<file path="src/psg_pkg.sv">
// Package of constants and types for the power-save clock gating block.
`default_nettype none
package psg_pkg;
    // Width of the new-oscillator select field of the oscillator control register.
    localparam int OSC_SEL_W = 3;
    // Reset value of the oscillator select (first oscillator source).
    localparam logic [2:0] OSC_SEL_RST = 3'h0;
    // Operand code of the power-save instruction selecting Sleep; any other code means Idle.
    localparam logic SLEEP_OPERAND = 1'h0;
    // Wake latency: cycles the restarted oscillator needs before the core runs again.
    localparam int OSC_START_CYCLES = 4;
    localparam int START_CNT_W = 3;
    // Power states of the block.
    typedef enum logic [1:0] {
        PSG_RUN,
        PSG_IDLE,
        PSG_SLEEP,
        PSG_WAKE
    } psg_state_t;
endpackage
`default_nettype wire

</file>
<file path="src/psg_osc_select.sv">
// Run-time oscillator source selection, writable while the clock configuration is unlocked.
`default_nettype none
module psg_osc_select #(
    parameter int SEL_W = psg_pkg::OSC_SEL_W
) (
    // Clock and reset.
    input wire logic mclk_i,
    input wire logic reset_n_i,
    // Software write of the new-oscillator select field.
    input wire logic osc_wr_i,
    input wire logic [SEL_W-1:0] new_osc_select_i,
    input wire logic clk_cfg_locked_i,
    // Currently selected oscillator source.
    output logic [SEL_W-1:0] osc_sel_o
);
    logic [SEL_W-1:0] sel_reg;
    logic [SEL_W-1:0] sel_next;

    // A write only takes effect while the configuration is unlocked.
    always_comb begin
        sel_next = sel_reg;
        if (osc_wr_i && !clk_cfg_locked_i) begin
            sel_next = new_osc_select_i; // [RQ1]
        end
    end

    always_ff @(posedge mclk_i or negedge reset_n_i) begin
        if (!reset_n_i) begin
            sel_reg <= SEL_W'(psg_pkg::OSC_SEL_RST);
        end else begin
            sel_reg <= sel_next;
        end
    end

    assign osc_sel_o = sel_reg;

    // Writes under lock leave the selection alone.
    property p_lock_holds;
        @(posedge mclk_i) disable iff (!reset_n_i)
        (osc_wr_i && clk_cfg_locked_i) |=> $stable(sel_reg);
    endproperty
    a_lock_holds: assert property (p_lock_holds) else $error("locked select changed"); // [RQ1]

    property p_unlocked_write;
        @(posedge mclk_i) disable iff (!reset_n_i)
        (osc_wr_i && !clk_cfg_locked_i) |=> (sel_reg == $past(new_osc_select_i));
    endproperty
    a_unlocked_write: assert property (p_unlocked_write) else $error("select not written"); // [RQ1]
endmodule
`default_nettype wire

</file>
<file path="src/psg_power_ctrl.sv">
// Sleep and Idle entry and wake control with clock gating for core and peripherals.
// Notes on behaviour
// RQ1: Unlocked clock configuration lets software write the new oscillator select field.
// RQ2: Sleep or Idle entered only by the power-save instruction; operand picks which.
// RQ3: Sleep stops the clocks and halts all instruction execution.
// RQ4: Idle halts the core but peripherals stay clocked.
// RQ5: Enabled interrupt, watchdog time-out or any reset wakes the device.
// RQ6: Sleep shuts down the system clock source and on-chip oscillator.
// RQ7: Fail-safe clock monitor is inactive during Sleep.
// RQ8: Low-power RC clock runs in Sleep when the watchdog is enabled.
// RQ9: Watchdog count is cleared just before Sleep when the watchdog is enabled.
// RQ10: Input change detect and externally clocked peripherals may run in Sleep.
// RQ11: Peripherals needing the system clock are disabled in Sleep.
// RQ12: Wake from Sleep restarts the core on the clock source used before Sleep.
// RQ13: The instruction operand is decoded into a one-bit Sleep or Idle select.
`default_nettype none
module psg_power_ctrl #(
    parameter int SEL_W = psg_pkg::OSC_SEL_W,
    parameter int START_CYCLES = psg_pkg::OSC_START_CYCLES
) (
    // Clock and reset.
    input wire logic mclk_i,
    input wire logic reset_n_i,
    // Processor core power-save instruction.
    input wire logic power_save_instruction_i,
    input wire logic psave_operand_i,
    // Wake sources and the watchdog enable.
    input wire logic irq_enabled_pending_i,
    input wire logic watchdog_timeout_i,
    input wire logic watchdog_enable_i,
    // Oscillator control register field write.
    input wire logic osc_wr_i,
    input wire logic [SEL_W-1:0] new_osc_select_i,
    input wire logic clk_cfg_locked_i,
    // Clock and gating controls.
    output logic core_clk_en_o,
    output logic periph_clk_en_o,
    output logic sysclk_src_en_o,
    output logic [SEL_W-1:0] active_osc_o,
    output logic fscm_enable_o,
    output logic low_power_rc_clock_en_o,
    output logic watchdog_clear_o,
    output logic input_change_detect_en_o,
    output logic ext_clk_periph_en_o,
    output logic sleeping_o,
    output logic idling_o
);
    psg_pkg::psg_state_t state_reg;
    psg_pkg::psg_state_t state_next;
    logic [psg_pkg::START_CNT_W-1:0] cnt_reg;
    logic [psg_pkg::START_CNT_W-1:0] cnt_next;
    logic [SEL_W-1:0] osc_sel;
    logic [SEL_W-1:0] saved_osc_reg;
    logic [SEL_W-1:0] saved_osc_next;
    logic core_en_reg, core_en_next;
    logic per_en_reg, per_en_next;
    logic src_en_reg, src_en_next;
    logic fscm_reg, fscm_next;
    logic low_power_rc_clock_reg, low_power_rc_clock_next;
    logic wclr_reg, wclr_next;
    logic slp_reg, slp_next;
    logic idl_reg, idl_next;
    logic wake;
    logic osc_wr_gated;
    logic run_en_reg, run_en_next;

    // Operand decode shared by the entry logic.
    function automatic logic is_sleep(input logic operand);
        return operand == psg_pkg::SLEEP_OPERAND; // [RQ13]
    endfunction

    // Oscillator selection register; the gated core cannot write it during Sleep.
    psg_osc_select #(
        .SEL_W(SEL_W)
    ) u_osc_select (
        .mclk_i(mclk_i),
        .reset_n_i(reset_n_i),
        .osc_wr_i(osc_wr_gated),
        .new_osc_select_i(new_osc_select_i),
        .clk_cfg_locked_i(clk_cfg_locked_i),
        .osc_sel_o(osc_sel)
    );

    // Device reset is the asynchronous reset itself, so it wakes by returning to run.
    assign wake = irq_enabled_pending_i || watchdog_timeout_i; // [RQ5]

    // Only a running core can write the select, and never in the cycle it enters a low-power
    // state, so the source saved at Sleep entry is the one the core restarts on.
    assign osc_wr_gated = osc_wr_i && core_en_reg && !power_save_instruction_i; // [RQ12]

    // Next state and gating controls.
    always_comb begin
        state_next = state_reg;
        cnt_next = cnt_reg;
        saved_osc_next = saved_osc_reg;
        wclr_next = 1'b0;
        unique case (state_reg)
            psg_pkg::PSG_RUN: begin
                if (power_save_instruction_i) begin // [RQ2]
                    if (is_sleep(psave_operand_i)) begin
                        state_next = psg_pkg::PSG_SLEEP;
                        saved_osc_next = osc_sel; // [RQ12]
                        wclr_next = watchdog_enable_i; // [RQ9]
                    end else begin
                        state_next = psg_pkg::PSG_IDLE;
                    end
                end
            end
            psg_pkg::PSG_IDLE: begin
                if (wake) begin
                    state_next = psg_pkg::PSG_RUN; // [RQ5]
                end
            end
            psg_pkg::PSG_SLEEP: begin
                if (wake) begin
                    state_next = psg_pkg::PSG_WAKE; // [RQ5]
                    cnt_next = '0;
                end
            end
            psg_pkg::PSG_WAKE: begin
                // The restarted oscillator is given time to settle before the core runs.
                if (cnt_reg == psg_pkg::START_CNT_W'(START_CYCLES - 1)) begin
                    state_next = psg_pkg::PSG_RUN;
                end else begin
                    cnt_next = cnt_reg + 1'b1;
                end
            end
        endcase
        slp_next = (state_next == psg_pkg::PSG_SLEEP);
        idl_next = (state_next == psg_pkg::PSG_IDLE);
        core_en_next = (state_next == psg_pkg::PSG_RUN); // [RQ3] [RQ4]
        per_en_next = (state_next == psg_pkg::PSG_RUN) || idl_next; // [RQ4] [RQ11]
        src_en_next = !slp_next; // [RQ6]
        fscm_next = !slp_next && (state_next != psg_pkg::PSG_WAKE); // [RQ7]
        low_power_rc_clock_next = watchdog_enable_i; // [RQ8]
        run_en_next = 1'b1; // [RQ10]
    end

    // State registers.
    always_ff @(posedge mclk_i or negedge reset_n_i) begin
        if (!reset_n_i) begin
            state_reg <= psg_pkg::PSG_RUN;
            cnt_reg <= '0;
            saved_osc_reg <= SEL_W'(psg_pkg::OSC_SEL_RST);
            core_en_reg <= 1'b1;
            per_en_reg <= 1'b1;
            src_en_reg <= 1'b1;
            fscm_reg <= 1'b1;
            low_power_rc_clock_reg <= 1'b0;
            run_en_reg <= 1'b0;
            wclr_reg <= 1'b0;
            slp_reg <= 1'b0;
            idl_reg <= 1'b0;
        end else begin
            state_reg <= state_next;
            cnt_reg <= cnt_next;
            saved_osc_reg <= saved_osc_next;
            core_en_reg <= core_en_next;
            per_en_reg <= per_en_next;
            src_en_reg <= src_en_next;
            fscm_reg <= fscm_next;
            low_power_rc_clock_reg <= low_power_rc_clock_next;
            run_en_reg <= run_en_next;
            wclr_reg <= wclr_next;
            slp_reg <= slp_next;
            idl_reg <= idl_next;
        end
    end

    // In run and Idle the live selection drives the source; in Sleep and wake the saved one.
    always_ff @(posedge mclk_i or negedge reset_n_i) begin
        if (!reset_n_i) begin
            active_osc_o <= SEL_W'(psg_pkg::OSC_SEL_RST);
        end else begin
            active_osc_o <= (state_next == psg_pkg::PSG_RUN || idl_next) ?
                osc_sel : saved_osc_next; // [RQ12]
        end
    end

    assign core_clk_en_o = core_en_reg;
    assign periph_clk_en_o = per_en_reg;
    assign sysclk_src_en_o = src_en_reg;
    assign fscm_enable_o = fscm_reg;
    assign low_power_rc_clock_en_o = low_power_rc_clock_reg;
    assign watchdog_clear_o = wclr_reg;
    // Pin-change detect and externally clocked peripherals are allowed to run in every state.
    // The enable is a flop cleared by reset, so these outputs stay registered like the rest.
    assign input_change_detect_en_o = run_en_reg; // [RQ10]
    assign ext_clk_periph_en_o = run_en_reg; // [RQ10]
    assign sleeping_o = slp_reg;
    assign idling_o = idl_reg;

    property p_sleep_entry;
        @(posedge mclk_i) disable iff (!reset_n_i)
        (state_reg == psg_pkg::PSG_RUN && power_save_instruction_i
            && psave_operand_i == psg_pkg::SLEEP_OPERAND && !wake)
        |=> (sleeping_o && !core_clk_en_o && !periph_clk_en_o && !sysclk_src_en_o);
    endproperty
    a_sleep_entry: assert property (p_sleep_entry) else $error("sleep entry wrong"); // [RQ3]

    property p_idle_entry;
        @(posedge mclk_i) disable iff (!reset_n_i)
        (state_reg == psg_pkg::PSG_RUN && power_save_instruction_i
            && psave_operand_i != psg_pkg::SLEEP_OPERAND)
        |=> (idling_o && !core_clk_en_o && periph_clk_en_o);
    endproperty
    a_idle_entry: assert property (p_idle_entry) else $error("idle entry wrong"); // [RQ4]

    property p_no_spurious;
        @(posedge mclk_i) disable iff (!reset_n_i)
        (state_reg == psg_pkg::PSG_RUN && !power_save_instruction_i) |=> core_clk_en_o;
    endproperty
    a_no_spurious: assert property (p_no_spurious) else $error("core stopped"); // [RQ2]

    property p_idle_wake;
        @(posedge mclk_i) disable iff (!reset_n_i)
        (state_reg == psg_pkg::PSG_IDLE && wake) |=> core_clk_en_o;
    endproperty
    a_idle_wake: assert property (p_idle_wake) else $error("idle wake failed"); // [RQ5]

    property p_sleep_wake;
        @(posedge mclk_i) disable iff (!reset_n_i)
        (state_reg == psg_pkg::PSG_SLEEP && wake) |=> ##[1:8] core_clk_en_o;
    endproperty
    a_sleep_wake: assert property (p_sleep_wake) else $error("sleep wake failed"); // [RQ5]

    property p_fscm_off;
        @(posedge mclk_i) disable iff (!reset_n_i)
        sleeping_o |-> !fscm_enable_o;
    endproperty
    a_fscm_off: assert property (p_fscm_off) else $error("monitor on in sleep"); // [RQ7]

    property p_low_power_rc_clock;
        @(posedge mclk_i) disable iff (!reset_n_i)
        (sleeping_o && $past(watchdog_enable_i)) |-> low_power_rc_clock_en_o;
    endproperty
    a_low_power_rc_clock: assert property (p_low_power_rc_clock) else $error("rc clock off"); // [RQ8]

    property p_wdt_clear;
        @(posedge mclk_i) disable iff (!reset_n_i)
        ($rose(sleeping_o) && $past(watchdog_enable_i)) |-> watchdog_clear_o;
    endproperty
    a_wdt_clear: assert property (p_wdt_clear) else $error("watchdog not cleared"); // [RQ9]

    property p_same_osc;
        @(posedge mclk_i) disable iff (!reset_n_i)
        sleeping_o |=> $stable(active_osc_o);
    endproperty
    a_same_osc: assert property (p_same_osc) else $error("oscillator changed"); // [RQ12]
endmodule
`default_nettype wire

</file>
<file path="config.mk">
export PLATFORM = sky130hd
export DESIGN_NAME = psg_power_ctrl
export DESIGN_NICKNAME = d
export VERILOG_FILES = /design/src/psg_pkg.sv /design/src/psg_osc_select.sv /design/src/psg_power_ctrl.sv
export SDC_FILE = /design/constraint.sdc
export NUM_CORES = 1
export LEC_CHECK = 0
export ABC_CLOCK_PERIOD_IN_PS = 1740
export BUFFER_PORTS_ARGS = -buffer_cell sky130_fd_sc_hd__buf_2
export CAP_MARGIN = 20
export CELL_PAD_IN_SITES_DETAIL_PLACEMENT = 1
export CELL_PAD_IN_SITES_GLOBAL_PLACEMENT = 1
export CORE_MARGIN = 2
export CORE_UTILIZATION = 40
export DETAILED_ROUTE_END_ITERATION = 10
export GPL_TIMING_DRIVEN = 0
export PLACE_DENSITY = 0.72
export SYNTH_ARGS = -nofsm -noshare
export SYNTH_HDL_FRONTEND = slang
export SYNTH_SLANG_ARGS = --single-unit
</file>
<file path="constraint.sdc">
create_clock -name mclk_i -period 1.74 [get_ports mclk_i]
set_input_delay 0.174 -clock mclk_i [delete_from_list [all_inputs] [get_ports mclk_i]]
set_output_delay 0.174 -clock mclk_i [all_outputs]
set_load 0.02 [all_outputs]
</file>
Word level (Yosys, flattened, before mapping)

Index checks and enable logic that the tools add are counted.

Flip-flop bits (word level): 23
Input port bits: 12
Output and inout bits: 13
Word-level logic and storage cells: 53

$add $sub $neg: 1
Eq/ne operators: 9
Mux-type cells: 16
Reduce and logical (&&, ||, !) cells: 13

Operator list:

| operator            | number |
|---|---|
| $mux 3              | 6 |
| $mux 2              | 5 |
| $pmux 2 s4          | 1 |
| $eq 2x2->1 const B  | 3 |
| $ne 2x2->1 const B  | 3 |
| $pmux 3 s2          | 1 |
| $eq 2x1->1 const B  | 2 |
| $logic_and 1x1->1   | 4 |
| $logic_not 2->1     | 2 |
| $add 3x1->3 const B | 1 |
| $eq 3x2->1 const B  | 1 |
| $logic_not 1->1     | 3 |
| $mux 1              | 3 |
| $reduce_and 3->1    | 1 |
| $logic_or 1x1->1    | 2 |
| $reduce_bool 2->1   | 1 |

Longest topological paths before layout

Gate-level depths: netlist of the first run.

Word-level depth: 6
Depth in mapped cells: 4
Mapped depth without buffers: 4

Modules after synthesis

Synthesis of the first run repeated with hierarchy kept, for this count alone.

Cells, all modules: 74
Area, all modules: 972.2 sq um

By module, submodules not included:

| module         | times used | cells an instance | area an instance (sq um) |
|---|---|---|---|
| psg_power_ctrl | 1          | 67                | 838.3 |
| psg_osc_select | 1          | 7                 | 133.9 |

Worst setup path before layout of the first run

Ideal clock, no wire load.

Path kind: reg2reg
From: register cnt_reg[0] in the netlist's numbering
To: register active_osc_o[0]
Setup time: 0.125 ns
Data arrival time: 1.428 ns
Required time: 1.615 ns
Slack: 0.188 ns
Stages on the path, launching flop included: 5
Buffers on the path: 0
Cells stage by stage: dfrtp_1 -> ha_1 -> ha_1 -> a21boi_2 -> mux2_2

Word-level cells in the longest chain between the ends: 6

RTL lines:

| element                                              | line                                         | RTL |
|---|---|---|
| start: declaration                                   | psg_power_ctrl.sv:50                         | `logic [psg_pkg::START_CNT_W-1:0] cnt_reg;` |
| start signal: assignment                             | psg_power_ctrl.sv:156                        | `cnt_reg <= cnt_next;` |
| $eq 3x2->1 (*)                                       | psg_power_ctrl.sv:122                        | `if (cnt_reg == psg_pkg::START_CNT_W'(START_CYCLES - 1)) begin` |
| $mux 2 (*)                                           | psg_power_ctrl.sv:122                        |  |
| $pmux 2 s4 (*)                                       | psg_power_ctrl.sv:97                         | `unique case (state_reg)` |
| $eq 2x1->1 / $logic_not 2->1 (equally long branches) | psg_power_ctrl.sv:130, psg_power_ctrl.sv:175 |  |
| $logic_or 1x1->1 (*)                                 | psg_power_ctrl.sv:175                        | `active_osc_o <= (state_next == psg_pkg::PSG_RUN \|\| idl_next) ?` |
| $mux 3 (*)                                           | psg_power_ctrl.sv:175                        |  |
| end signal: assignment                               | psg_power_ctrl.sv:173                        | `active_osc_o <= SEL_W'(psg_pkg::OSC_SEL_RST);` |
| end signal: assignment                               | psg_power_ctrl.sv:175                        |  |
| end: declaration                                     | psg_power_ctrl.sv:39                         | `output logic [SEL_W-1:0] active_osc_o,` |

Every way passes the cells marked *; elsewhere a longest branch is shown, timed or not.
A chain may end at the register's enable or synchronous reset.

Worst setup path after layout of the first run

From: register cnt_reg[0] in the netlist's numbering
To: register active_osc_o[2]

Same word-level chain as after synthesis.

==> flow_metrics.py, run 1 <==
metrics = {
    "critical_path": {
        "ff2ff_path_depth": 4,
        "crit_path_start_kind": "flip-flop",
        "crit_fanout": 8,
        "required_ns": 1.94,
        "crit_path_end_kind": "flip-flop",
        "critPathKind": "reg -> reg",
        "arrival_ns": 1.77,
        "timing.rr.start": "cnt_reg[0]",
        "cp-startpoint": "cnt_reg[0]",
    },
    "floorplanning": {
        "ios": 25,
        "core_um2": 2230,
        "die_x_um": 52.9,
        "rows": 17,
        "initial_core_util_pct": 42.8,
        "die-area_um2": 2800,
        "die_h_um": 52.9,
    },
    "final_layout": {
        "mostFrequentLayoutCell": "buf_2",
        "fin_nets": 112,
        "final_cell_mix": "buf_2, dfrtp_1, mux2_2",
        "diodes": 0,
        "layoutNonFillerInstCount": 125,
        "final_cell_area_um2": 1170,
        "fin_util_pct": 52.3,
        "drive_above_1_share_pct": 50.5,
        "area_growth_syn_to_layout_pct": 22.3,
        "fillers": 262,
    },
    "global_routing": {
        "grt_pass1_wl_mm": 3.08,
        "grt_use_total_pct": 15.2,
        "grt_max_degree": 24,
        "antenna_found_initial": 0,
        "first_global_vias": 697,
        "grt-ovfl-total": 0,
    },
    "clock_network": {
        "clockBufferDepth": 2,
        "cts_tree": "done",
        "cts_buffers": 3,
        "cts-root-buf": "clkbuf_4",
        "h-tree-depth": 1,
        "insertion_delay_ns": 0.30,
        "cts.sinks": 23,
        "clk_pin_slew_ns": 0.12,
        "cts_setup_buffers": 0,
    },
    "place": {
        "dp_slack_ns": 0.0260,
        "dpl-instance-area_um2": 1110,
        "gp_congestion": 0.677,
        "io_buffer_count": 24,
        "placedCellCount": 119,
        "post-dp-hpwl_mm": 1.32,
    },
    "sta": {
        "final_max_slew_viol_count": 0,
        "fmax_ghz": 0.637,
        "hold_viol": 0,
        "setup_slack_ns": 0.171,
        "setup_tns_ns": 0,
        "worst_pin_slew_ns": 0.505,
        "finalClockSkew_ns": 0.000923,
        "rsz0062_at_grt": "false",
        "relSlewSlack_pct": 66.3,
        "finalSetupViolCount": 0,
        "fin_crit_sh_pct": 90.2,
        "min_period_ns": 1.57,
    },
    "logic_synthesis": {
        "synth_area_leaders": "dfrtp_1, dfstp_2, mux2_2",
        "syn_area_per_cell_um2": 14.3,
        "yosysTopAreaCell": "dfrtp_1",
        "ys_ff_latch": 23,
        "yosys_warnings": 0,
        "synth.distinct_cells": 25,
        "yosysSeqAreaShare_pct": 60.7,
        "synth_top_area_share_pct": 49.7,
        "syn_nets": 81,
        "syn-cell-area_um2": 956,
        "syn_inst": 67,
    },
    "route": {
        "vias": 644,
        "wl_per_cell_um": 14.0,
        "route.detailed.drc": 0,
        "antenna_left": 0,
        "firstDrtPassIters": 2,
        "drt_iter0_drc": 4,
        "routed_wl_mm": 1.75,
        "vias_per_cell": 5.15,
    },
    "power": {
        "power_leakage_nw": 0.599,
        "p_per_area_nw_per_um2": 1610,
        "ir_drop_uv": 880,
    },
    "hold_path": {
        "hold_start": "new_osc_select_i[2]",
        "hold_path.class": "in -> reg",
        "whs_path_depth": 2,
    },
    "outcome": {
        "status": "finished clean",
    },
    "run": {
        "cap_violations": 0,
    },
}
-- layer usage --
layer	vias up	routed length, um	global-route usage, %
li1	303	-	-
met1	329	695	17.1
met2	10	978	30.0
met3	2	59	1.69
met4	0	14	3.85
met5	-	0	0
-- power by group --
group / switching [W] / leakage, nW / internal (W) / total, W
Clock: 0.000155 / 0.0177 / 0.0000855 / 0.000241
Combinational: 0.000388 / 0.303 / 0.000368 / 0.000757
Sequential: 0.000121 / 0.279 / 0.000764 / 0.000885
Total: 0.000665 / 0.599 / 0.00122 / 0.00188
-- Yosys cell counts (all sizes together) --
library cell / instances
buf: 3
and4bb: 1
o32ai: 1
and3: 3
nor4bb: 2
dfstp: 4
o31ai: 1
a21boi: 1
a21o: 2
conb: 1
mux2: 9
o21a: 1
a21bo: 1
inv: 1
a211o: 3
nor2: 2
and2: 1
nor4b: 1
dfrtp: 19
nor3: 2
a21oi: 4
o31a: 1
and4b: 1
ha: 2
-- cell type report --
cell class	instances	area [um2]	area share, %
buffer	3	17.5	1.50
timing repair buffer	26	140	12.0
clock buffer	3	22.5	1.93
tap	28	35.0	3.00
clock inverter	1	5.00	0.428
inverter	1	3.75	0.321
sequential	23	581	49.7
multi-input combinational	40	364	31.2
-- stage by stage --
step | power (W) | hold WS, ns
global placement | 0.00161 | 0.172
floorplan | 0.00143 | -0.122
global route | 0.00202 | 0.0951
finish | 0.00188 | 0.0927
CTS | 0.00191 | 0.0872
detailed placement | 0.00165 | 0.176
-- kinds of logic (layout without fill, tap and decap cells) --
kind of cell / count (synthesis) / after routing / share of synthesized area, %
flip-flops: 23 / 23 / 60.7
AO/OA/AOI/OAI: 15 / 15 / 12.0
AND/OR/NAND/NOR: 13 / 13 / 11.4
multiplexers: 9 / 9 / 10.6
buffers and inverters: 4 / 34 / 2.23
adder cells (fa/ha/maj): 2 / 2 / 2.62
other: 1 / 1 / 0.392
-- worst paths after layout --
kind                                                  end  slack, ns
worst max-delay path                      active_osc_o[2]       0.17
worst min-delay path            u_osc_select.osc_sel_o[2]       0.09
worst max register to register            active_osc_o[2]       0.17
worst min register to register            active_osc_o[0]       0.53
max in group asynchronous                   fscm_enable_o       1.02
min in group asynchronous       u_osc_select.osc_sel_o[0]       0.36
-- critical path: stages (launching register included) --
cell      delay, ns
dfrtp_1        0.43
ha_1           0.21
ha_2           0.23
a21boi_4       0.23
mux2_2         0.37
-- timing repair --
| item | CTS | global route |
|---|---|---|
| resized for setup | 1 | 1 |
| endpoints found under the hold margin | 20 | 0 |
| setup endpoints to repair | 1 | 3 |
| pin swaps | 0 | 1 |
| hold buffers | 2 | 0 |
Power figures use the tool's default switching activity.
==> run 2, diff against run 1 <==
Settings changed: SYNTH_HIERARCHICAL set to 1.
==> run 2 against run 1 <==
Wire length rose by 6.7%; sequential share of layout area fell by 0.63 points; clock skew grew 0.0011 ns; non-clock buffer count did not move; highest routed layer unchanged; via count grew 4.2%; die area up 1.6%; setup slack got worse by 0.045 ns; critical endpoint is now core_clk_en_o; maximum frequency decreased by 2.8%.
==> flow_metrics.py, run 2 <==
metrics = {
    "power": {
        "power_leakage_nw": 0.569,
        "p_comb_share_pct": 39.8,
        "seq_power_share_pct": 47.1,
        "ir_drop_uv": 823,
        "p_int_w": 0.00121,
        "power.share.clock_pct": 13.0,
        "switching_power_w": 0.000689,
        "p_per_area_nw_per_um2": 1610,
        "switching_share_pct": 36.2,
    },
    "sta": {
        "hold_viol": 0,
        "final_max_slew_viol_count": 0,
        "finalClockSkew_ns": 0.00197,
        "worst_pin_slew_ns": 0.536,
        "min_period_ns": 1.61,
        "relSlewSlack_pct": 64.0,
        "rsz0062_at_grt": "false",
        "setup_tns_ns": 0,
        "fin_crit_sh_pct": 92.8,
        "finalSetupViolCount": 0,
        "fmax_ghz": 0.620,
    },
    "clock_network": {
        "cts_setup_buffers": 0,
        "cts_buffers": 3,
        "cts.sinks": 23,
        "cts-root-buf": "clkbuf_4",
        "h-tree-depth": 1,
        "insertion_delay_ns": 0.31,
        "clockBufferDepth": 2,
        "clk_pin_slew_ns": 0.13,
        "cts_tree": "done",
    },
    "place": {
        "post-dp-hpwl_mm": 1.39,
        "gp_congestion": 0.747,
        "io_buffer_count": 24,
        "dpl-instance-area_um2": 1130,
    },
    "route": {
        "antenna_left": 0,
        "wl_per_cell_um": 14.1,
        "vias_per_cell": 5.08,
        "routed_wl_mm": 1.86,
        "vias": 671,
        "drt_iter0_drc": 5,
        "firstDrtPassIters": 4,
        "route.detailed.drc": 0,
    },
    "logic_synthesis": {
        "yosysMostFrequentCell": "dfrtp_1",
        "syn_nets": 88,
        "synth_edf_count": 0,
        "ys_ff_latch": 23,
        "syn_inst": 74,
        "yosys_warnings": 6,
        "ys.flop_type": "dfrtp_1",
        "synth.distinct_cells": 29,
        "syn_area_per_cell_um2": 13.1,
        "synth_area_leaders": "dfrtp_1, dfstp_2, mux2_2",
        "yosysTopAreaCell": "dfrtp_1",
        "synthTopCellsByCount": "dfrtp_1, mux2_2, nand2_1",
        "synth_top_area_share_pct": 48.9,
        "async_flop_share_pct": 100,
        "yosysSeqAreaShare_pct": 59.7,
        "syn-cell-area_um2": 972,
    },
    "floorplanning": {
        "die_h_um": 53.3,
        "rows": 17,
        "ios": 25,
        "die_x_um": 53.3,
        "die-area_um2": 2840,
        "initial_core_util_pct": 43.1,
        "core_um2": 2250,
    },
    "critical_path": {
        "critPathKind": "reg -> reg",
        "required_ns": 1.99,
        "timing.rr.start": "cnt_reg[0]",
        "arrival_ns": 1.86,
        "regToRegSetupSlack_ns": 0.13,
        "reg2reg_to": "core_clk_en_o",
        "ff2ff_path_depth": 5,
        "crit_path_end_kind": "flip-flop",
        "endpoint": "core_clk_en_o",
        "crit_fanout": 5,
        "crit_path_start_kind": "flip-flop",
        "cp-startpoint": "cnt_reg[0]",
    },
    "global_routing": {
        "antenna_found_initial": 0,
        "grt_use_total_pct": 15.6,
        "first_global_vias": 675,
        "grt_pass1_wl_mm": 3.10,
        "grt_max_degree": 24,
        "grt-ovfl-total": 0,
    },
    "final_layout": {
        "final_cell_area_um2": 1180,
        "drive_above_1_share_pct": 51.0,
        "final_cell_mix": "buf_2, dfrtp_1, nand2_1, mux2_2, o21ai_0",
        "mostFrequentLayoutCell": "buf_2",
        "diodes": 0,
        "fin_nets": 119,
        "area_growth_syn_to_layout_pct": 21.8,
    },
    "hold_path": {
        "whs_path_depth": 2,
        "hold_path.class": "in -> reg",
    },
    "run": {
        "cap_violations": 0,
    },
    "outcome": {
        "status": "finished clean",
    },
}
==> run 2: how the worst min path moves through the flow <==
stage | start | end | slack [ns]
after detailed placement | reset_n_i | cnt_reg[0] | 0.18
after global placement | reset_n_i | cnt_reg[0] | 0.17
after CTS | new_osc_select_i[2] | u_osc_select/osc_sel_o[2] | 0.08
final | new_osc_select_i[2] | u_osc_select/osc_sel_o[2] | 0.09
after floorplan | reset_n_i | active_osc_o[0] | -0.12
after global routing | new_osc_select_i[2] | u_osc_select/osc_sel_o[2] | 0.09
==> run 2: stage by stage <==
stage	util [%]	instances	hold WS, ns	total power, W	worst slack (ns)
finish	52.5	132	0.0875	0.00190	0.126
global route	52.5	132	0.0871	0.00203	0.0553
CTS	52.3	132	0.0750	0.00193	0.0542
detailed placement	50.0	126	0.175	0.00166	0.00210
global placement	50.0	126	0.170	0.00162	0.0383
floorplan	-	74	-0.122	0.00143	0.228
==> run 2: cell type report <==
type	count	area, um2
multi-input cells	47	379
repair buffers	26	140
clock inverters	1	5.00
clock buffers	3	22.5
well taps	28	35.0
plain buffers	3	17.5
flip-flops and latches	23	581
inverters	1	3.75
fillers	262	1070
==> run 2: logic make-up (layout without fill, tap and decap cells) <==
family                   after synthesis  in the layout  synth area share, %
multiplexers                           9              9                 11.6
AO/OA/AOI/OAI                         16             16                 11.2
adder cells (fa/ha/maj)                2              2                 2.57
flip-flops                            23             23                 59.7
buffers and inverters                  4             34                 2.19
other                                  1              1                0.386
AND/OR/NAND/NOR                       19             19                 12.4
==> run 2: worst max-delay path, cell delays in order (launching register included) <==
cell,delay (ns)
dfrtp_1,0.44
ha_1,0.22
ha_2,0.21
nand2b_2,0.22
o311a_1,0.16
or2_2,0.31
==> run 2: per-layer routing <==
layer | routed length, um | global-route usage [%]
met1 | 815 | 18.8
met2 | 965 | 27.2
met3 | 72 | 2.54
met4 | 11 | 6.41
met5 | 0 | 0
==> run 2: power groups by stage <==
stage | Clock (W) | Combinational, W | Sequential [W]
global placement | 0 | 0.000726 | 0.000895
global route | 0.000270 | 0.000832 | 0.000927
detailed placement | 0 | 0.000751 | 0.000907
finish | 0.000248 | 0.000758 | 0.000896
floorplan | 0 | 0.000427 | 0.00100
CTS | 0.000262 | 0.000764 | 0.000900
==> run 2: what timing repair did <==
action	4_1_cts	5_1_grt
setup endpoints to repair	3	1
gates resized for setup	1	2
hold buffers	2	0
hold endpoints to repair	20	0
==> run 3, diff against run 2 <==
Settings changed: ABC_CLOCK_PERIOD_IN_PS 1740 to 1350, CORE_UTILIZATION 40 to 36, PLACE_DENSITY 0.72 to not set, PLACE_DENSITY_LB_ADDON set to 0.1.
Clock period 1.74 ns to 1.35 ns, I/O delays scaled along.
==> run 3 against run 2 <==
Maximum frequency rose by 13%; count of clock-buffer cells in the layout did not move; clock power rose by 31%; largest cell class unchanged; cell area rose by 11%; clock skew rose by 0.0057 ns; global-route usage fell by 1.2 points; setup slack got worse by 0.20 ns; the flow now finishes with violations (negative setup slack); combinational power rose by 68%; highest routed layer unchanged.
==> flow_metrics.py, run 3 (synthesis results as in run 2) <==
metrics = {
    "route": {
        "vias_per_cell": 4.99,
        "firstDrtPassIters": 2,
        "vias": 703,
        "wl_per_cell_um": 14.1,
        "antenna_left": 0,
        "drt_iter0_drc": 5,
        "route.detailed.drc": 0,
        "routed_wl_mm": 1.99,
    },
    "sta": {
        "setup_slack_ns": -0.0741,
        "fin_crit_sh_pct": 105,
        "finalSetupViolCount": 4,
        "hold_viol": 0,
        "final_max_slew_viol_count": 0,
        "min_period_ns": 1.42,
        "finalClockSkew_ns": 0.00765,
        "whs_ns": 0.0457,
        "fmax_ghz": 0.702,
        "rsz0062_at_grt": "true",
    },
    "floorplanning": {
        "ios": 25,
        "rows": 18,
        "die-area_um2": 3130,
        "die_h_um": 56.0,
        "die_x_um": 56.0,
        "initial_core_util_pct": 38.5,
        "core_um2": 2520,
    },
    "run": {
        "cap_violations": 0,
    },
    "critical_path": {
        "regToRegSetupSlack_ns": -0.07,
        "crit_path_end_kind": "flip-flop",
        "crit_path_cell_trace": "ha_2 -> ha_4 -> a21boi_4 -> mux2_4",
        "ff2ff_path_depth": 4,
        "crit_fanout": 3,
        "critPathMaxStageDelay_ns": 0.42,
        "critPathKind": "reg -> reg",
        "required_ns": 1.56,
        "cp_slowest_cell": "dfrtp_1",
        "crit_path_start_kind": "flip-flop",
        "arrival_ns": 1.63,
    },
    "clock_network": {
        "clockBufferDepth": 2,
        "insertion_delay_ns": 0.31,
        "clk_pin_slew_ns": 0.13,
        "h-tree-depth": 1,
        "cts.sinks": 23,
        "cts-root-buf": "clkbuf_4",
        "cts_buffers": 3,
        "cts_tree": "done",
    },
    "place": {
        "post-dp-hpwl_mm": 1.40,
        "io_buffer_count": 24,
        "dp_slack_ns": -0.114,
        "gp_congestion": 0.728,
    },
    "final_layout": {
        "final_cell_mix": "buf_2, dfrtp_1, buf_4",
        "drive_above_1_share_pct": 62.2,
        "mostFrequentLayoutCell": "buf_2",
        "diodes": 0,
        "area_growth_syn_to_layout_pct": 35.0,
        "fin_nets": 126,
    },
    "outcome": {
        "violations": "negative setup slack",
        "status": "complete, but fails checks",
    },
    "power": {
        "p_total_w": 0.00276,
        "power_leakage_nw": 0.630,
        "ir_drop_uv": 998,
        "p_per_area_nw_per_um2": 2100,
    },
    "hold_path": {
        "whs_path_depth": 2,
        "hold_path.class": "in -> reg",
    },
    "global_routing": {
        "grt-ovfl-total": 0,
        "grt_use_total_pct": 14.4,
        "grt_max_degree": 24,
        "grt_pass1_wl_mm": 3.44,
        "first_global_vias": 773,
        "antenna_found_initial": 0,
    },
}
## run 3: cell count changes in the layout (fill, tap and decap cells not counted), sizes merged
cell | previous run | this run
buf | 27 | 34
## run 3: timing repair
action	in CTS	in global routing
hold buffers	2	0
buffers inserted	3	4
endpoints found under the setup margin	7	11
gates resized for setup	5	8
gates cloned	0	0
pin swaps	5	3
endpoints found under the hold margin	20	0
## run 3: layout make-up
| cell class | count | area (um2) |
|---|---|---|
| buffer | 3 | 17.5 |
| clock buffer | 3 | 22.5 |
| clock inverter | 1 | 5.00 |
| fill | 278 | 1210 |
| inverter | 1 | 3.75 |
| multi-input combinational | 47 | 452 |
| sequential | 23 | 582 |
| tap | 30 | 37.5 |
| timing repair buffer | 33 | 193 |
## run 3: critical path: cells and delay by family, from the launching register on
family,cells,cell delay (ns)
flops,1,0.42
mux,1,0.32
fa+ha+maj,2,0.37
compound gates,1,0.21
## run 3: through the flow
stage	util (%)	setup TNS [ns]	cells	instance area, um2
5_1_grt	52.0	-0.428	141	1310
4_1_cts	49.7	-0.359	137	1250
2_1_floorplan	-	-0.0191	74	1010
6_report	52.0	-0.245	141	1310
3_5_place_dp	46.4	-0.398	128	1170
3_3_place_gp	46.4	-0.344	128	1170
## run 3: path summary, 6_finish.rpt
check,start,end
max,cnt_reg[0],active_osc_o[2]
min,new_osc_select_i[2],u_osc_select/osc_sel_o[2]
max reg2reg,cnt_reg[0],active_osc_o[2]
min reg2reg,saved_osc_reg[0],active_osc_o[0]
max in group asynchronous,reset_n_i,sysclk_src_en_o
min in group asynchronous,reset_n_i,cnt_reg[0]
## run 3: routing by layer
metal / global-route usage, % / share of wire [%] / vias up
li1: - / - / 331
met3: 2.33 / 4.1 / 2
met1: 17.0 / 41 / 356
met2: 24.2 / 54 / 14
met5: 0 / 0 / -
met4: 8.84 / 0.95 / 0
## run 3: where the power goes
part	total [W]	internal (W)	switching, W
registers	0.00116	0.000994	0.000169
logic	0.00127	0.000664	0.000610
clock network	0.000324	0.000111	0.000213
total	0.00276	0.00177	0.000992
